File: config.mk
export PLATFORM = sky130hd
export DESIGN_NAME = stc_timer
export DESIGN_NICKNAME = d
export VERILOG_FILES = /design/src/design/stc_pkg.sv /design/src/design/stc_timer.sv
export SDC_FILE = /design/constraint.sdc
export NUM_CORES = 1
export LEC_CHECK = 0
export BUFFER_PORTS_ARGS = -buffer_cell sky130_fd_sc_hd__buf_2
export CAP_MARGIN = 20
export CORE_MARGIN = 2
export CORE_UTILIZATION = 50
export CTS_CLUSTER_DIAMETER = 120
export DETAILED_ROUTE_END_ITERATION = 7
export PLACE_DENSITY = 0.76
export SYNTH_ARGS = -nofsm -noshare
export SYNTH_HDL_FRONTEND = slang
export SYNTH_SLANG_ARGS = --single-unit
File: constraint.sdc
create_clock -name core_clk -period 3 [get_ports core_clk]
set_input_delay 0.15 -clock core_clk [delete_from_list [all_inputs] [get_ports core_clk]]
set_output_delay 0.15 -clock core_clk [all_outputs]
set_load 0.005 [all_outputs]
File: src/design/stc_pkg.sv
// Package of constants for the sixteen bit timer and event counter
package stc_pkg;

   // ****************************************
   // Register byte addresses (one word each)
   // ****************************************
   localparam logic [7:0] STC_ADDR_CONTROL = 8'h00;   // Control, write only
   localparam logic [7:0] STC_ADDR_MATCH   = 8'h04;   // Match value, write only
   localparam logic [7:0] STC_ADDR_CAPTURE = 8'h08;   // Capture value
   localparam logic [7:0] STC_ADDR_AUTOCAP = 8'h0C;   // Auto capture, read only
   localparam logic [7:0] STC_ADDR_STATUS  = 8'h10;   // Live counter and state
   localparam logic [7:0] STC_ADDR_EXTCTL  = 8'h14;   // Trigger edge select

   // ****************************************
   // Control register field positions
   // ****************************************
   localparam int STC_MODE_LSB  = 0;   // Mode field, three bits
   localparam int STC_CLK_LSB   = 2;   // Source clock select, two bits (low bit shares mode bit 2)
   localparam int STC_START_LSB = 4;   // Start control field, two bits
   localparam int STC_BIT6      = 6;   // Soft capture / reverse edge stop
   localparam int STC_TFF_BIT   = 7;   // Flip-flop initial value
   localparam int STC_ACAP_BIT  = 8;   // Auto capture enable

   // ****************************************
   // Operating modes
   // ****************************************
   typedef enum logic [2:0] {
      STC_MODE_TIMER  = 3'b000,
      STC_MODE_EXTTRG = 3'b001,
      STC_MODE_EVENT  = 3'b010,
      STC_MODE_WINDOW = 3'b011,
      STC_MODE_PWM    = 3'b100,
      STC_MODE_PPG    = 3'b101
   } stc_mode_type;

   // Start control encodings
   localparam logic [1:0] STC_START_STOP = 2'b00;
   localparam logic [1:0] STC_START_CMD  = 2'b01;
   localparam logic [1:0] STC_START_EXT  = 2'b10;

   // Source clock taps, coarse to fine
   localparam logic [1:0] STC_TAP_COARSE = 2'b00;
   localparam logic [1:0] STC_TAP_MID    = 2'b01;
   localparam logic [1:0] STC_TAP_FINE   = 2'b10;

   // ****************************************
   // Prescaler and filter timing
   // ****************************************
   localparam int STC_DIV_COARSE = 11;   // Divider stage, coarse tap
   localparam int STC_DIV_MID    = 7;    // Divider stage, middle tap
   localparam int STC_DIV_FINE   = 3;    // Divider stage, fine tap
   localparam int STC_DIV_BITS   = 12;   // Prescaler width
   localparam int STC_FLT_REJECT = 7;    // Pulses of this many fc or less are noise
   localparam int STC_FLT_ACCEPT = 24;   // Pulses of this many fc are detected
   localparam int STC_FLT_BITS   = 5;    // Filter counter width
   localparam int STC_GUARD_CYC  = 1;    // Match ignored for one machine cycle

   // AXI responses
   localparam logic [1:0] STC_RESP_OKAY   = 2'b00;
   localparam logic [1:0] STC_RESP_SLVERR = 2'b10;

   // Run state of the counter
   typedef enum logic [1:0] {
      STC_ST_IDLE = 2'b00,
      STC_ST_WAIT = 2'b01,
      STC_ST_RUN  = 2'b10
   } stc_state_type;

endpackage : stc_pkg

File: src/design/stc_timer.sv
// Sixteen bit timer and event counter with AXI4-Lite register slave
// What this block does
// - 16-bit up-counter; reset keeps timer registers
// - Timer mode: count, match interrupt, clear, continue
// - Soft capture copies counter, bit self-clears
// - Low write inhibits compare; one cycle guard after
// - Control and match registers are write-only
// - Capture writes ignored outside pulse generator mode
// - Auto-capture copies counter on each source clock
// - Clock select picks one of three taps, except low speed forces coarse
// - Trigger edge starts; match clears and halts
// - Reverse-edge stop bit: opposite edge clears, stops
// - Trigger edges ignored while counting before match
// - Input filter rejects short pulses except at low speed
// - Event mode counts pin edges, clears on match
// - Window mode counts pin gated clock edges
module stc_timer #(
   parameter int CNT_WIDTH = 16   // Counter width
) (
   // Clock and reset
   input  wire logic                        core_clk,
   input  wire logic                        rst,
   // AXI4-Lite write address and data
   input  wire logic [7:0]                  s_axi_awaddr,
   input  wire logic                        s_axi_awvalid,
   output      logic                        s_axi_awready,
   input  wire logic [31:0]                 s_axi_wdata,
   input  wire logic [3:0]                  s_axi_wstrb,
   input  wire logic                        s_axi_wvalid,
   output      logic                        s_axi_wready,
   // AXI4-Lite write response
   output      logic [1:0]                  s_axi_bresp,
   output      logic                        s_axi_bvalid,
   input  wire logic                        s_axi_bready,
   // AXI4-Lite read
   input  wire logic [7:0]                  s_axi_araddr,
   input  wire logic                        s_axi_arvalid,
   output      logic                        s_axi_arready,
   output      logic [31:0]                 s_axi_rdata,
   output      logic [1:0]                  s_axi_rresp,
   output      logic                        s_axi_rvalid,
   input  wire logic                        s_axi_rready,
   // Pin and interrupt
   input  wire logic                        timer_pin,
   input  wire logic                        low_speed,
   output      logic                        match_interrupt
);
   import stc_pkg::*;

   // ****************************************
   // Registers
   // ****************************************
   logic [8:0]           counter_control_reg;  // Control, bit 8 auto capture
   logic [CNT_WIDTH-1:0] match_value_reg;      // Compare value
   logic [CNT_WIDTH-1:0] capture_value_reg;    // Capture value
   logic [CNT_WIDTH-1:0] auto_capture_reg;     // Auto capture value
   logic                 trigger_edge_select;  // Zero rising, one falling
   logic [CNT_WIDTH-1:0] count;                // Up-counter
   stc_state_type        state;                // Run state
   logic                 cmp_hold;             // Compare inhibited after low write
   logic                 cmp_guard;            // One cycle guard after high write
   logic [STC_DIV_BITS-1:0] prescale;          // Free running divider
   logic [STC_DIV_BITS-1:0] prescale_q;        // Previous divider value
   logic                 pin_flt;              // Filtered pin level
   logic                 pin_flt_q;            // Previous filtered level
   logic [STC_FLT_BITS-1:0] flt_cnt;           // Filter stability count
   logic                 win_gate_q;           // Previous window gated clock
   // Bus state
   logic                 aw_seen;
   logic                 w_seen;
   logic [7:0]           aw_addr;
   logic [31:0]          w_data;
   logic [3:0]           w_strb;

   // ****************************************
   // Field decode
   // ****************************************
   wire stc_mode_type mode      = stc_mode_type'(counter_control_reg[STC_MODE_LSB +: 3]);
   wire logic [1:0]   clk_sel   = counter_control_reg[STC_CLK_LSB +: 2];
   wire logic [1:0]   start_fld = counter_control_reg[STC_START_LSB +: 2];
   wire logic         bit6      = counter_control_reg[STC_BIT6];
   wire logic         acap_en   = counter_control_reg[STC_ACAP_BIT];

   // Tap bit of the divider, used as a rising edge detector
   function automatic logic tap_bit(input logic [STC_DIV_BITS-1:0] p, input logic [1:0] s,
                                    input logic slow);
      // Only the coarse tap is usable at low speed
      if (slow)
         tap_bit = p[STC_DIV_COARSE];
      else if (s == STC_TAP_FINE)
         tap_bit = p[STC_DIV_FINE];
      else if (s == STC_TAP_MID)
         tap_bit = p[STC_DIV_MID];
      else
         tap_bit = p[STC_DIV_COARSE];
   endfunction : tap_bit

   wire logic int_tick = tap_bit(prescale, clk_sel, low_speed) &
                         ~tap_bit(prescale_q, clk_sel, low_speed);
   wire logic pin_rise = pin_flt & ~pin_flt_q;
   wire logic pin_fall = ~pin_flt & pin_flt_q;
   wire logic trig_edge = trigger_edge_select ? pin_fall : pin_rise;
   wire logic rev_edge  = trigger_edge_select ? pin_rise : pin_fall;
   // window pulse anded with internal clock, polarity selectable
   wire logic win_gate  = (pin_flt ^ trigger_edge_select) &
                          tap_bit(prescale, clk_sel, low_speed);
   wire logic win_tick  = win_gate & ~win_gate_q;

   // Source clock per mode
   wire logic src_tick = (mode == STC_MODE_EVENT)  ? trig_edge :
                         (mode == STC_MODE_WINDOW) ? win_tick : int_tick;
   wire logic running  = (state == STC_ST_RUN);
   wire logic cmp_ok   = ~cmp_hold & ~cmp_guard;
   // compare suppressed while held or guarded
   wire logic match    = running & src_tick & cmp_ok &
                         (count == match_value_reg);

   // ****************************************
   // Bus decode
   // ****************************************
   wire logic wr_go  = aw_seen & w_seen & ~s_axi_bvalid;
   wire logic wr_ctl = wr_go & (aw_addr == STC_ADDR_CONTROL);
   wire logic wr_mat = wr_go & (aw_addr == STC_ADDR_MATCH);
   wire logic wr_cap = wr_go & (aw_addr == STC_ADDR_CAPTURE);
   wire logic wr_ext = wr_go & (aw_addr == STC_ADDR_EXTCTL);
   wire logic wr_ok  = wr_ctl | wr_mat | wr_cap | wr_ext;
   wire logic mat_lo = wr_mat & w_strb[0];
   wire logic mat_hi = wr_mat & w_strb[1];
   wire logic soft_cap = running & bit6 &
                         (mode == STC_MODE_TIMER || mode == STC_MODE_EVENT ||
                          mode == STC_MODE_WINDOW);

   assign s_axi_awready = ~aw_seen;
   assign s_axi_wready  = ~w_seen;
   assign s_axi_arready = ~s_axi_rvalid;

   // ****************************************
   // Write channel capture and response
   // ****************************************
   always_ff @(posedge core_clk) begin
      if (rst) begin
         aw_seen      <= 1'b0;
         w_seen       <= 1'b0;
         aw_addr      <= 8'h00;
         w_data       <= 32'h0000_0000;
         w_strb       <= 4'h0;
         s_axi_bvalid <= 1'b0;
         s_axi_bresp  <= STC_RESP_OKAY;
      end else begin
         // Address and data taken in either order
         if (s_axi_awvalid && !aw_seen) begin
            aw_seen <= 1'b1;
            aw_addr <= s_axi_awaddr;
         end
         if (s_axi_wvalid && !w_seen) begin
            w_seen <= 1'b1;
            w_data <= s_axi_wdata;
            w_strb <= s_axi_wstrb;
         end
         if (wr_go) begin
            s_axi_bvalid <= 1'b1;
            s_axi_bresp  <= wr_ok ? STC_RESP_OKAY : STC_RESP_SLVERR;
            aw_seen      <= 1'b0;
            w_seen       <= 1'b0;
         end else if (s_axi_bvalid && s_axi_bready) begin
            s_axi_bvalid <= 1'b0;
         end
      end
   end

   // ****************************************
   // Read channel
   // ****************************************
   // control and match read back as zero
   wire logic [31:0] rd_mux =
      (s_axi_araddr == STC_ADDR_CAPTURE) ? {16'h0000, capture_value_reg} :
      (s_axi_araddr == STC_ADDR_AUTOCAP) ? {16'h0000, auto_capture_reg} :
      (s_axi_araddr == STC_ADDR_STATUS)  ? {14'h0000, state, count} :
      (s_axi_araddr == STC_ADDR_EXTCTL)  ? {31'h0000_0000, trigger_edge_select} :
      32'h0000_0000;
   wire logic rd_ok = (s_axi_araddr == STC_ADDR_CAPTURE) || (s_axi_araddr == STC_ADDR_AUTOCAP) ||
                      (s_axi_araddr == STC_ADDR_STATUS)  || (s_axi_araddr == STC_ADDR_EXTCTL) ||
                      (s_axi_araddr == STC_ADDR_CONTROL) || (s_axi_araddr == STC_ADDR_MATCH);

   always_ff @(posedge core_clk) begin
      if (rst) begin
         s_axi_rvalid <= 1'b0;
         s_axi_rdata  <= 32'h0000_0000;
         s_axi_rresp  <= STC_RESP_OKAY;
      end else if (s_axi_arvalid && !s_axi_rvalid) begin
         s_axi_rvalid <= 1'b1;
         s_axi_rdata  <= rd_mux;
         s_axi_rresp  <= rd_ok ? STC_RESP_OKAY : STC_RESP_SLVERR;
      end else if (s_axi_rvalid && s_axi_rready) begin
         s_axi_rvalid <= 1'b0;
      end
   end

   // ****************************************
   // Prescaler and input filter
   // ****************************************
   always_ff @(posedge core_clk) begin
      if (rst) begin
         prescale   <= '0;
         prescale_q <= '0;
         pin_flt    <= 1'b0;
         pin_flt_q  <= 1'b0;
         flt_cnt    <= '0;
         win_gate_q <= 1'b0;
      end else begin
         prescale   <= prescale + 1'b1;
         prescale_q <= prescale;
         pin_flt_q  <= pin_flt;
         win_gate_q <= win_gate;
         // level must hold past the reject width; filter off at low speed
         if (low_speed || timer_pin == pin_flt) begin
            flt_cnt <= '0;
            pin_flt <= low_speed ? timer_pin : pin_flt;
         end else if (flt_cnt == STC_FLT_BITS'(STC_FLT_REJECT)) begin
            pin_flt <= timer_pin;
            flt_cnt <= '0;
         end else begin
            flt_cnt <= flt_cnt + 1'b1;
         end
      end
   end

   // ****************************************
   // Control registers (timer registers keep value on reset)
   // ****************************************
   always_ff @(posedge core_clk) begin
      if (rst) begin
         counter_control_reg <= '0;
         trigger_edge_select <= 1'b0;
      end else begin
         if (wr_ctl)
            counter_control_reg <= w_data[8:0];
         else if (soft_cap && mode != STC_MODE_EXTTRG)
            counter_control_reg[STC_BIT6] <= 1'b0;
         if (wr_ext)
            trigger_edge_select <= w_data[0];
      end
   end

   // no reset on match, capture and auto capture registers
   always_ff @(posedge core_clk) begin
      if (mat_lo)
         match_value_reg[7:0] <= w_data[7:0];
      if (mat_hi)
         match_value_reg[CNT_WIDTH-1:8] <= w_data[CNT_WIDTH-1:8];
      // writes land only in pulse generator mode
      if (wr_cap && mode == STC_MODE_PPG)
         capture_value_reg <= w_data[CNT_WIDTH-1:0];
      else if (soft_cap && !wr_ctl)
         capture_value_reg <= count;
      if (acap_en && running && src_tick)
         auto_capture_reg <= count;
   end

   // ****************************************
   // Counter and run state
   // ****************************************
   always_ff @(posedge core_clk) begin
      if (rst) begin
         state           <= STC_ST_IDLE;
         count           <= '0;
         cmp_hold        <= 1'b0;
         cmp_guard       <= 1'b0;
         match_interrupt <= 1'b0;
      end else begin
         // low write holds compare until high written, then guard
         if (mat_lo && !mat_hi)
            cmp_hold <= 1'b1;
         else if (mat_hi)
            cmp_hold <= 1'b0;
         cmp_guard <= mat_hi;
         match_interrupt <= match;
         case (state)
            STC_ST_IDLE: begin
               count <= '0;
               if (start_fld == STC_START_EXT && mode == STC_MODE_EXTTRG)
                  state <= STC_ST_WAIT;
               else if (start_fld != STC_START_STOP)
                  state <= STC_ST_RUN;
            end
            STC_ST_WAIT: begin
               if (start_fld == STC_START_STOP)
                  state <= STC_ST_IDLE;
               else if (trig_edge)
                  state <= STC_ST_RUN;
            end
            STC_ST_RUN: begin
               if (start_fld == STC_START_STOP) begin
                  state <= STC_ST_IDLE;
               // reverse edge clears and stops when enabled
               end else if (mode == STC_MODE_EXTTRG && bit6 && rev_edge) begin
                  count <= '0;
                  state <= STC_ST_WAIT;
               // clear on match; halt in trigger mode
               end else if (match) begin
                  count <= '0;
                  if (mode == STC_MODE_EXTTRG)
                     state <= STC_ST_WAIT;
               // trigger edges ignored here while counting
               end else if (src_tick) begin
                  count <= count + 1'b1;
               end
            end
            default: state <= STC_ST_IDLE;
         endcase
      end
   end

   // ****************************************
   // Checks
   // ****************************************
   a_match_pulse: assert property (@(posedge core_clk) disable iff (rst)
      match |=> match_interrupt ##1 !match_interrupt)
      else $error("match pulse wrong");
   a_match_clear: assert property (@(posedge core_clk) disable iff (rst)
      match && start_fld != STC_START_STOP |=> count == '0)
      else $error("count not cleared on match");
   a_hold_block: assert property (@(posedge core_clk) disable iff (rst)
      cmp_hold |-> !match)
      else $error("match while compare held");
   a_guard_cycle: assert property (@(posedge core_clk) disable iff (rst)
      mat_hi |=> !match)
      else $error("match during guard cycle");
   a_trig_halt: assert property (@(posedge core_clk) disable iff (rst)
      match && mode == STC_MODE_EXTTRG && start_fld != STC_START_STOP |=> state == STC_ST_WAIT)
      else $error("trigger mode did not halt");
   a_cap_block: assert property (@(posedge core_clk) disable iff (rst)
      wr_cap && mode != STC_MODE_PPG && !soft_cap |=> $stable(capture_value_reg))
      else $error("capture write accepted");
   a_soft_cap: assert property (@(posedge core_clk) disable iff (rst)
      soft_cap && !wr_ctl && mode != STC_MODE_EXTTRG |=>
         capture_value_reg == $past(count) && !bit6)
      else $error("soft capture wrong");
   a_rev_stop: assert property (@(posedge core_clk) disable iff (rst)
      running && mode == STC_MODE_EXTTRG && bit6 && rev_edge && start_fld != STC_START_STOP
      |=> count == '0 && state == STC_ST_WAIT)
      else $error("reverse edge did not stop");

endmodule : stc_timer

==> impl_metrics.yaml, run 1 <==
status:
  status: "finished, final reports clean"
timing:
  finClkSkew_ps: 6.91
  period_needed_ps: 2550
  tns_ps: 0
  finalCritPeriodShare: 0.851
  fmax_mhz: 392
  tightest_slew_ps: 907
  finalSetupViolations: 0
  hold_viol: 0
  rsz0062_at_grt: "false"
  drv_slew: 0
  timing.slew.headroom: 0.393
place:
  place_hpwl_mm: 10.1
  gp_congestion: 0.878
  io_buffer_count: 68
floorplan:
  die_w_um: 121
  dieHeight_um: 121
  start_util: 0.515
  core_um2: 13300
  die-area_um2: 14700
  ios: 103
  rows: 42
clock_network:
  ctsLongestPathBuffers: 2
  clkLatencyLatePin_ps: 430
  ctsRootBufferMaster: "clkbuf_16"
  postCtsSetupBuffers: 0
  cts.reportedPaths.clkPinSlew_ps: 60
  numCtsBuffers: 17
  cts.hold.buffers_added: 30
  cts_tree: "done"
  h-tree-depth: 4
  cts-resized-gates: 0
  cts.sinks: 151
critical_path:
  cp.required_ps: 3290
  worstSetupPathType: "flop to flop"
  r2r_slack_ps: 450
  critPathLaunchType: "flop"
  path_max_fanout: 16
  cp-end-kind: "flop"
  cp_cell_sequence: "xnor2_1 -> nand4_1 -> nor4_2 -> o2111ai_2 -> a2111oi_0"
  crit_slowest_cell: "a2111oi_0"
  slowest_delay_ps: 610
  arrival_ps: 2840
synth:
  netlist_area_um2: 6870
  yosysWarningCount: 0
  synth_ff_type: "dfxtp_1"
  synth_edf_count: 48
  synth_commonest_cells: "dfxtp_1, nand2_1, nor2_1"
  synth_top_area_frac: 0.300
  synthCells: 714
  ys_seq_area_frac: 0.510
  yosys_register_bits: 151
  synth.most_common_cell: "dfxtp_1"
  synth_area_per_cell_um2: 9.63
  synth_top_area_cell: "dfxtp_1"
  async_flop_share: 0
  synthTopCellsByArea: "dfxtp_1, edfxtp_1, nand2_1, nor2_1, a21oi_1"
  synth_cell_types: 64
route:
  wl_per_cell_um: 15.5
  drt-total-wl_mm: 15.2
  drtAntennaViolNets: 0
  vias: 5395
  drcViolationCount: 0
  drt_iter0_markers: 406
  viasPerCell: 5.50
  drt_first_pass_iters: 5
power:
  p_switching_mw: 1.01
  power_frac_seq: 0.477
  clock_power_share: 0.465
  p_leak_nw: 2.97
  ir_drop_uv: 380
  comb_power_share: 0.059
  swShare: 0.221
  p_per_area_nw_per_um2: 564
  p_int_mw: 3.57
global_routing:
  grt_overflow_total: 0
  grt_use_met2: 0.352
  grt_util_met3: 0.0531
  antenna_found_initial: 0
  track_usage: 0.215
  met1_usage: 0.277
  grt_pass1_vias: 5151
  grt_max_degree: 50
  grt-busiest-layer: "met2"
  grt_pass1_wl_mm: 24.9
finish:
  largest_reg_flops: 18
  fin_util: 0.609
  layout.nets: 857
  top_register: "s_axi_rdata"
  drive_above_1_share: 0.184
  n_antenna_cell: 0
  n_fill_cell: 1075
  syn_to_final_growth_pct: 18.3
min_path:
  hold_class: "primary input to flop"
run:
  max_cap_violations: 0
==> final timing paths <==
check / end / cells past startpoint / from
max: state[0] / 5 / count[11]
min: s_axi_rresp[1] / 3 / s_axi_araddr[3]
max reg2reg: state[0] / 5 / count[11]
min reg2reg: prescale[0] / 1 / prescale[0]
==> routing by layer <==
layer	share of wire	vias up
met5	0	-
met4	0.015	0
met3	0.060	20
met2	0.48	203
met1	0.45	2506
li1	-	2666
==> kinds of logic after synthesis <==
logic type | count (synthesis) | synth area share
and+or+nand+nor | 290 | 0.216
DFF | 151 | 0.510
AOI/OAI and AO/OA | 134 | 0.130
buffers and inverters | 80 | 0.0599
muxes | 28 | 0.0439
xor gates and xnor gates | 27 | 0.0344
adders and majority gates | 3 | 0.00546
other | 1 | 0.000546
==> critical path, delay by kind of cell, from the launching register on <==
| family | cells | cell delay, ps |
|---|---|---|
| and+or+nand+nor | 2 | 530 |
| xor gates and xnor gates | 1 | 200 |
| DFF | 1 | 540 |
| AOI/OAI and AO/OA | 2 | 1130 |
==> stage by stage <==
| step | cell area [µm²] | power [mW] | hold WS [ps] | setup WS (ps) | std cells |
|---|---|---|---|---|---|
| final | 8130 | 4.59 | 49.8 | 448 | 981 |
| after floorplan | 6930 | 2.39 | 249 | 477 | 729 |
| after global placement | 7230 | 2.45 | 336 | 618 | 918 |
| after CTS | 8110 | 4.61 | 0.663 | 464 | 979 |
| after global routing | 8130 | 4.73 | 59.7 | 174 | 981 |
| after detailed placement | 7230 | 2.46 | 342 | 554 | 918 |
==> power groups by stage <==
stage	logic, mW	registers, mW	clock network, mW
6_report	0.269	2.19	2.13
5_1_grt	0.301	2.19	2.23
4_1_cts	0.263	2.19	2.16
3_5_place_dp	0.231	2.23	0
3_3_place_gp	0.223	2.23	0
2_1_floorplan	0.168	2.22	0
==> final cells by class <==
cell class              instances  area [µm²]  share of cell area
multi-input cells             498        3020               0.371
inverters                      11        41.3             0.00508
clock buffers                  20         437              0.0537
well taps                     176         220              0.0271
repair buffers                114         763              0.0939
flip-flops and latches        151        3500               0.431
clock inverters                11         149              0.0183
==> cells in the final DEF (no fill, tap or decap), types with 17 or more instances in the layout <==
cell type and n:
clkbuf_16 17, xnor2_1 20, mux2_2 17, dlygate4sd3_1 31, nor2_1 66, nand2_1 91
edfxtp_1 48, dfxtp_1 103, buf_2 68, a21oi_1 44, nand3_1 42
No activity file was read; power rests on OpenSTA's default activity.
==> run 2, diff against run 1 <==
Settings changed: CORE_UTILIZATION 50 to 55, PLACE_DENSITY 0.76 to 0.82.
==> impl_metrics.yaml, run 2 (same netlist as run 1, synthesis figures left out) <==
finish:
  n_antenna_cell: 0
  largest_reg_flops: 18
  final_common_cell: "dfxtp_1"
  layout.nets: 855
  syn_to_final_growth_pct: 18.0
  fin_area_um2: 8110
  drive_above_1_share: 0.182
  top_register: "s_axi_rdata"
  mostFrequentLayoutCells: "dfxtp_1, nand2_1, buf_2"
  fin_cells: 972
route:
  drt_iter0_markers: 485
  drt-total-wl_mm: 15.2
  drt_first_pass_iters: 6
  drcViolationCount: 0
  viasPerCell: 5.66
  wl_per_cell_um: 15.7
  drtAntennaViolNets: 0
  vias: 5504
timing:
  timing.slew.headroom: 0.328
  finalCritPeriodShare: 0.858
  tns_ps: 0
  fmax_mhz: 388
  period_needed_ps: 2570
  tightest_slew_ps: 1000
  drv_slew: 0
  finClkSkew_ps: 7.92
  rsz0062_at_grt: "false"
  hold_viol: 0
  finalSetupViolations: 0
power:
  comb_power_share: 0.059
  p_switching_uw: 984
  clock_power_share: 0.462
  p_leak_nw: 2.96
  swShare: 0.215
  p_per_area_nw_per_um2: 564
  power_frac_seq: 0.478
  ir_drop_uv: 407
  p_int_mw: 3.59
critical_path:
  cp_cell_sequence: "xnor2_1 -> nand4_1 -> nor3_1 -> o2111ai_2 -> a32oi_1 -> a21oi_1"
  path_max_fanout: 16
  crit_family: "compound AO/OA/AOI/OAI gates"
  cp.required_ps: 3260
  cp-end-kind: "flop"
  crit_slowest_cell: "o2111ai_2"
  arrival_ps: 2840
  worstSetupPathType: "flop to flop"
  slowest_delay_ps: 580
  critPathBufInv: 0
  critPathLaunchType: "flop"
floorplan:
  die-area_um2: 13400
  rows: 40
  core_um2: 12100
  ios: 103
  start_util: 0.567
  die_w_um: 116
  dieHeight_um: 116
clock_network:
  cts-resized-gates: 0
  h-tree-depth: 4
  numCtsBuffers: 17
  ctsRootBufferMaster: "clkbuf_16"
  ctsLongestPathBuffers: 2
  cts_tree: "done"
  cts.sinks: 151
  cts.reportedPaths.clkPinSlew_ps: 60
  clkLatencyLatePin_ps: 430
place:
  io_buffer_count: 68
  dp_cells: 909
  dpl_cell_area_um2: 7220
  place_hpwl_mm: 10.0
  gp_congestion: 0.797
min_path:
  hold_class: "primary input to flop"
global_routing:
  track_usage: 0.240
  grt_pass1_wl_mm: 25.1
  grt_pass1_vias: 5186
  grt_max_degree: 60
  grt_overflow_total: 0
  antenna_found_initial: 0
status:
  status: "finished, final reports clean"
run:
  max_cap_violations: 0
-- run 2: cell type report --
type / instances / area [µm²]
well taps: 168 / 210
fillers: 920 / 4000
clock buffers: 22 / 454
multi-input cells: 498 / 3020
flip-flops and latches: 151 / 3500
inverters: 11 / 41.3
repair buffers: 112 / 758
clock inverters: 10 / 128
-- run 2: routing by layer --
layer	routed length [µm]	track usage	vias to the layer above	share of wire
li1	-	-	2664	-
met1	6720	0.320	2568	0.44
met2	7210	0.387	244	0.47
met3	1070	0.0565	28	0.070
met4	246	0.0833	0	0.016
met5	0	0	-	0
-- run 2: through the flow --
step / power (mW) / utilization / setup slack (ps) / hold slack [ps]
floorplan: 2.39 / - / 477 / 249
global placement: 2.45 / 0.596 / 574 / 336
detailed placement: 2.46 / 0.596 / 548 / 341
CTS: 4.59 / 0.668 / 478 / 0.0770
global route: 4.72 / 0.670 / 204 / 2.65
finish: 4.57 / 0.670 / 426 / 0.859
-- run 2: worst register-to-register path: cells and delay by family (launching register included) --
family / cells / cell delay [ps]
and+or+nand+nor: 2 / 540
AOI/OAI and AO/OA: 3 / 1150
DFF: 1 / 560
xor gates and xnor gates: 1 / 170
-- run 2: repair_timing --
| action | 4_1_cts | 5_1_grt |
|---|---|---|
| hold buffers | 29 | 1 |
| endpoints found under the hold margin | 28 | 1 |
| buffers inserted | 0 | 0 |
-- run 2: power groups by stage --
stage | combinational, mW | clock [mW] | sequential (mW)
after floorplan | 0.168 | 0 | 2.22
after global placement | 0.223 | 0 | 2.23
after detailed placement | 0.232 | 0 | 2.23
after CTS | 0.263 | 2.14 | 2.19
after global routing | 0.301 | 2.23 | 2.19
final | 0.271 | 2.11 | 2.19
-- run 2: final timing paths --
path | from | to | slack (ps) | cells past startpoint
worst max register to register | count[6] | count[11] | 430 | 6
worst max-delay path | count[6] | count[11] | 430 | 6
worst min-delay path | s_axi_awaddr[3] | aw_addr[3] | 0.9 | 3
worst min register to register | prescale[0] | prescale[0] | 440 | 1
==> run 3, diff against run 2 <==
Settings changed: HOLD_SLACK_MARGIN set to 0.12.
==> impl_metrics.yaml, run 3 (same netlist as run 1, synthesis figures left out) <==
floorplan:
  rows: 40
  start_util: 0.567
  core_um2: 12100
  die_w_um: 116
  ios: 103
  die-area_um2: 13400
  dieHeight_um: 116
place:
  place_hpwl_mm: 10.0
  io_buffer_count: 68
  gp_congestion: 0.797
route:
  wirelength_met1_mm: 6.62
  drcViolationCount: 0
  wl_per_cell_um: 15.7
  drt_iter0_markers: 465
  vias: 5539
  wl_met2_mm: 7.43
  highest_layer: "met4"
  drt-total-wl_mm: 15.4
  drt_first_pass_iters: 5
  viasPerCell: 5.66
  dr_wl_met3_mm: 1.08
  drtAntennaViolNets: 0
finish:
  multi_input_area_um2: 3020
  n_fill_cell: 912
  largest_reg_flops: 18
  top_register: "s_axi_rdata"
  layout.nets: 861
  seqCellArea_um2: 3500
  syn_to_final_growth_pct: 18.9
  n_antenna_cell: 0
  fin_util: 0.675
  final_common_cell: "dfxtp_1"
  drive_above_1_share: 0.180
  mostFrequentLayoutCells: "dfxtp_1, nand2_1, buf_2"
timing:
  finalSetupViolations: 0
  fmax_mhz: 389
  tightest_slew_ps: 1010
  drv_slew: 0
  tns_ps: 0
  period_needed_ps: 2570
  finalCritPeriodShare: 0.856
  fin_hold_ws_ps: 190
  finClkSkew_ps: 8.02
  rsz0062_at_grt: "false"
  timing.slew.headroom: 0.324
  hold_viol: 0
clock_network:
  ctsLongestPathBuffers: 2
  clkLatencyLatePin_ps: 430
  ctsRootBufferMaster: "clkbuf_16"
  h-tree-depth: 4
  cts_tree: "done"
  cts-resized-gates: 0
  cts.reportedPaths.clkPinSlew_ps: 60
  cts.hold.buffers_added: 36
  postCtsSetupBuffers: 0
  cts.sinks: 151
  numCtsBuffers: 17
critical_path:
  slowest_delay_ps: 590
  critPathBufInv: 0
  crit_family: "compound AO/OA/AOI/OAI gates"
  cp_cell_sequence: "xnor2_1 -> nand4_1 -> nor3_1 -> o2111ai_2 -> a32oi_1 -> a21oi_1"
  cp.depth: 6
  critPathLaunchType: "flop"
  cp-end-kind: "flop"
  worstSetupPathType: "flop to flop"
  crit_slowest_cell: "o2111ai_2"
  arrival_ps: 2830
  cp.required_ps: 3260
  path_max_fanout: 16
  reg2reg_depth: 6
min_path:
  hold_class: "primary input to flop"
  hold_depth: 3
power:
  power.total_mw: 4.58
  p_int_mw: 3.59
  p_switching_uw: 982
  p_per_area_nw_per_um2: 560
  ir_drop_uv: 410
  p_leak_nw: 2.99
  comb_power_share: 0.061
  clock_power_share: 0.461
  swShare: 0.215
  power_frac_seq: 0.478
global_routing:
  grt_overflow_total: 0
  antenna_found_initial: 0
  track_usage: 0.242
  grt_pass1_wl_mm: 25.4
  grt_pass1_vias: 5260
  grt_max_degree: 60
run:
  max_cap_violations: 0
status:
  status: "finished, final reports clean"
==> run 3: changes by cell type in the layout (fill, tap and decap cells not counted), sizes merged <==
| cell | delta |
|---|---|
| dlygate4sd3 | +6 |
==> run 3: per-stage QoR <==
step	cell area, µm²	cells	setup slack, ps
2_1_floorplan	6930	729	477
3_3_place_gp	7220	909	574
3_5_place_dp	7220	909	548
4_1_cts	8160	977	478
5_1_grt	8170	978	212
6_report	8170	978	431
==> run 3: per-layer routing <==
layer | vias up | track usage
li1 | 2678 | -
met1 | 2585 | 0.322
met2 | 253 | 0.392
met3 | 23 | 0.0554
met4 | 0 | 0.0833
met5 | - | 0
==> run 3: worst paths after layout <==
check               from     endpoint  slack (ps)
max             count[6]    count[11]         430
min            low_speed   win_gate_q         190
max reg2reg     count[6]    count[11]         430
min reg2reg  prescale[0]  prescale[0]         440
==> run 3: layout make-up <==
cell class / count / share of cell area
inverters: 11 / 0.00505
clock buffers: 22 / 0.0556
clock inverters: 10 / 0.0156
well taps: 168 / 0.0257
repair buffers: 118 / 0.100
multi-input cells: 498 / 0.369
flip-flops and latches: 151 / 0.429
==> run 3: worst min-delay path, delay by kind of cell <==
| family | cells | cell delay [ps] |
|---|---|---|
| AND/OR/NAND/NOR | 1 | 160 |
| AO/OA/AOI/OAI | 1 | 90 |
| buffers and inverters | 1 | 160 |
==> run 3: power by group through the flow <==
stage / registers [mW] / logic [mW] / clock network, mW
after detailed placement: 2.23 / 0.232 / 0
final: 2.19 / 0.278 / 2.11
after floorplan: 2.22 / 0.168 / 0
after global placement: 2.23 / 0.223 / 0
after CTS: 2.19 / 0.271 / 2.14
after global routing: 2.19 / 0.309 / 2.23
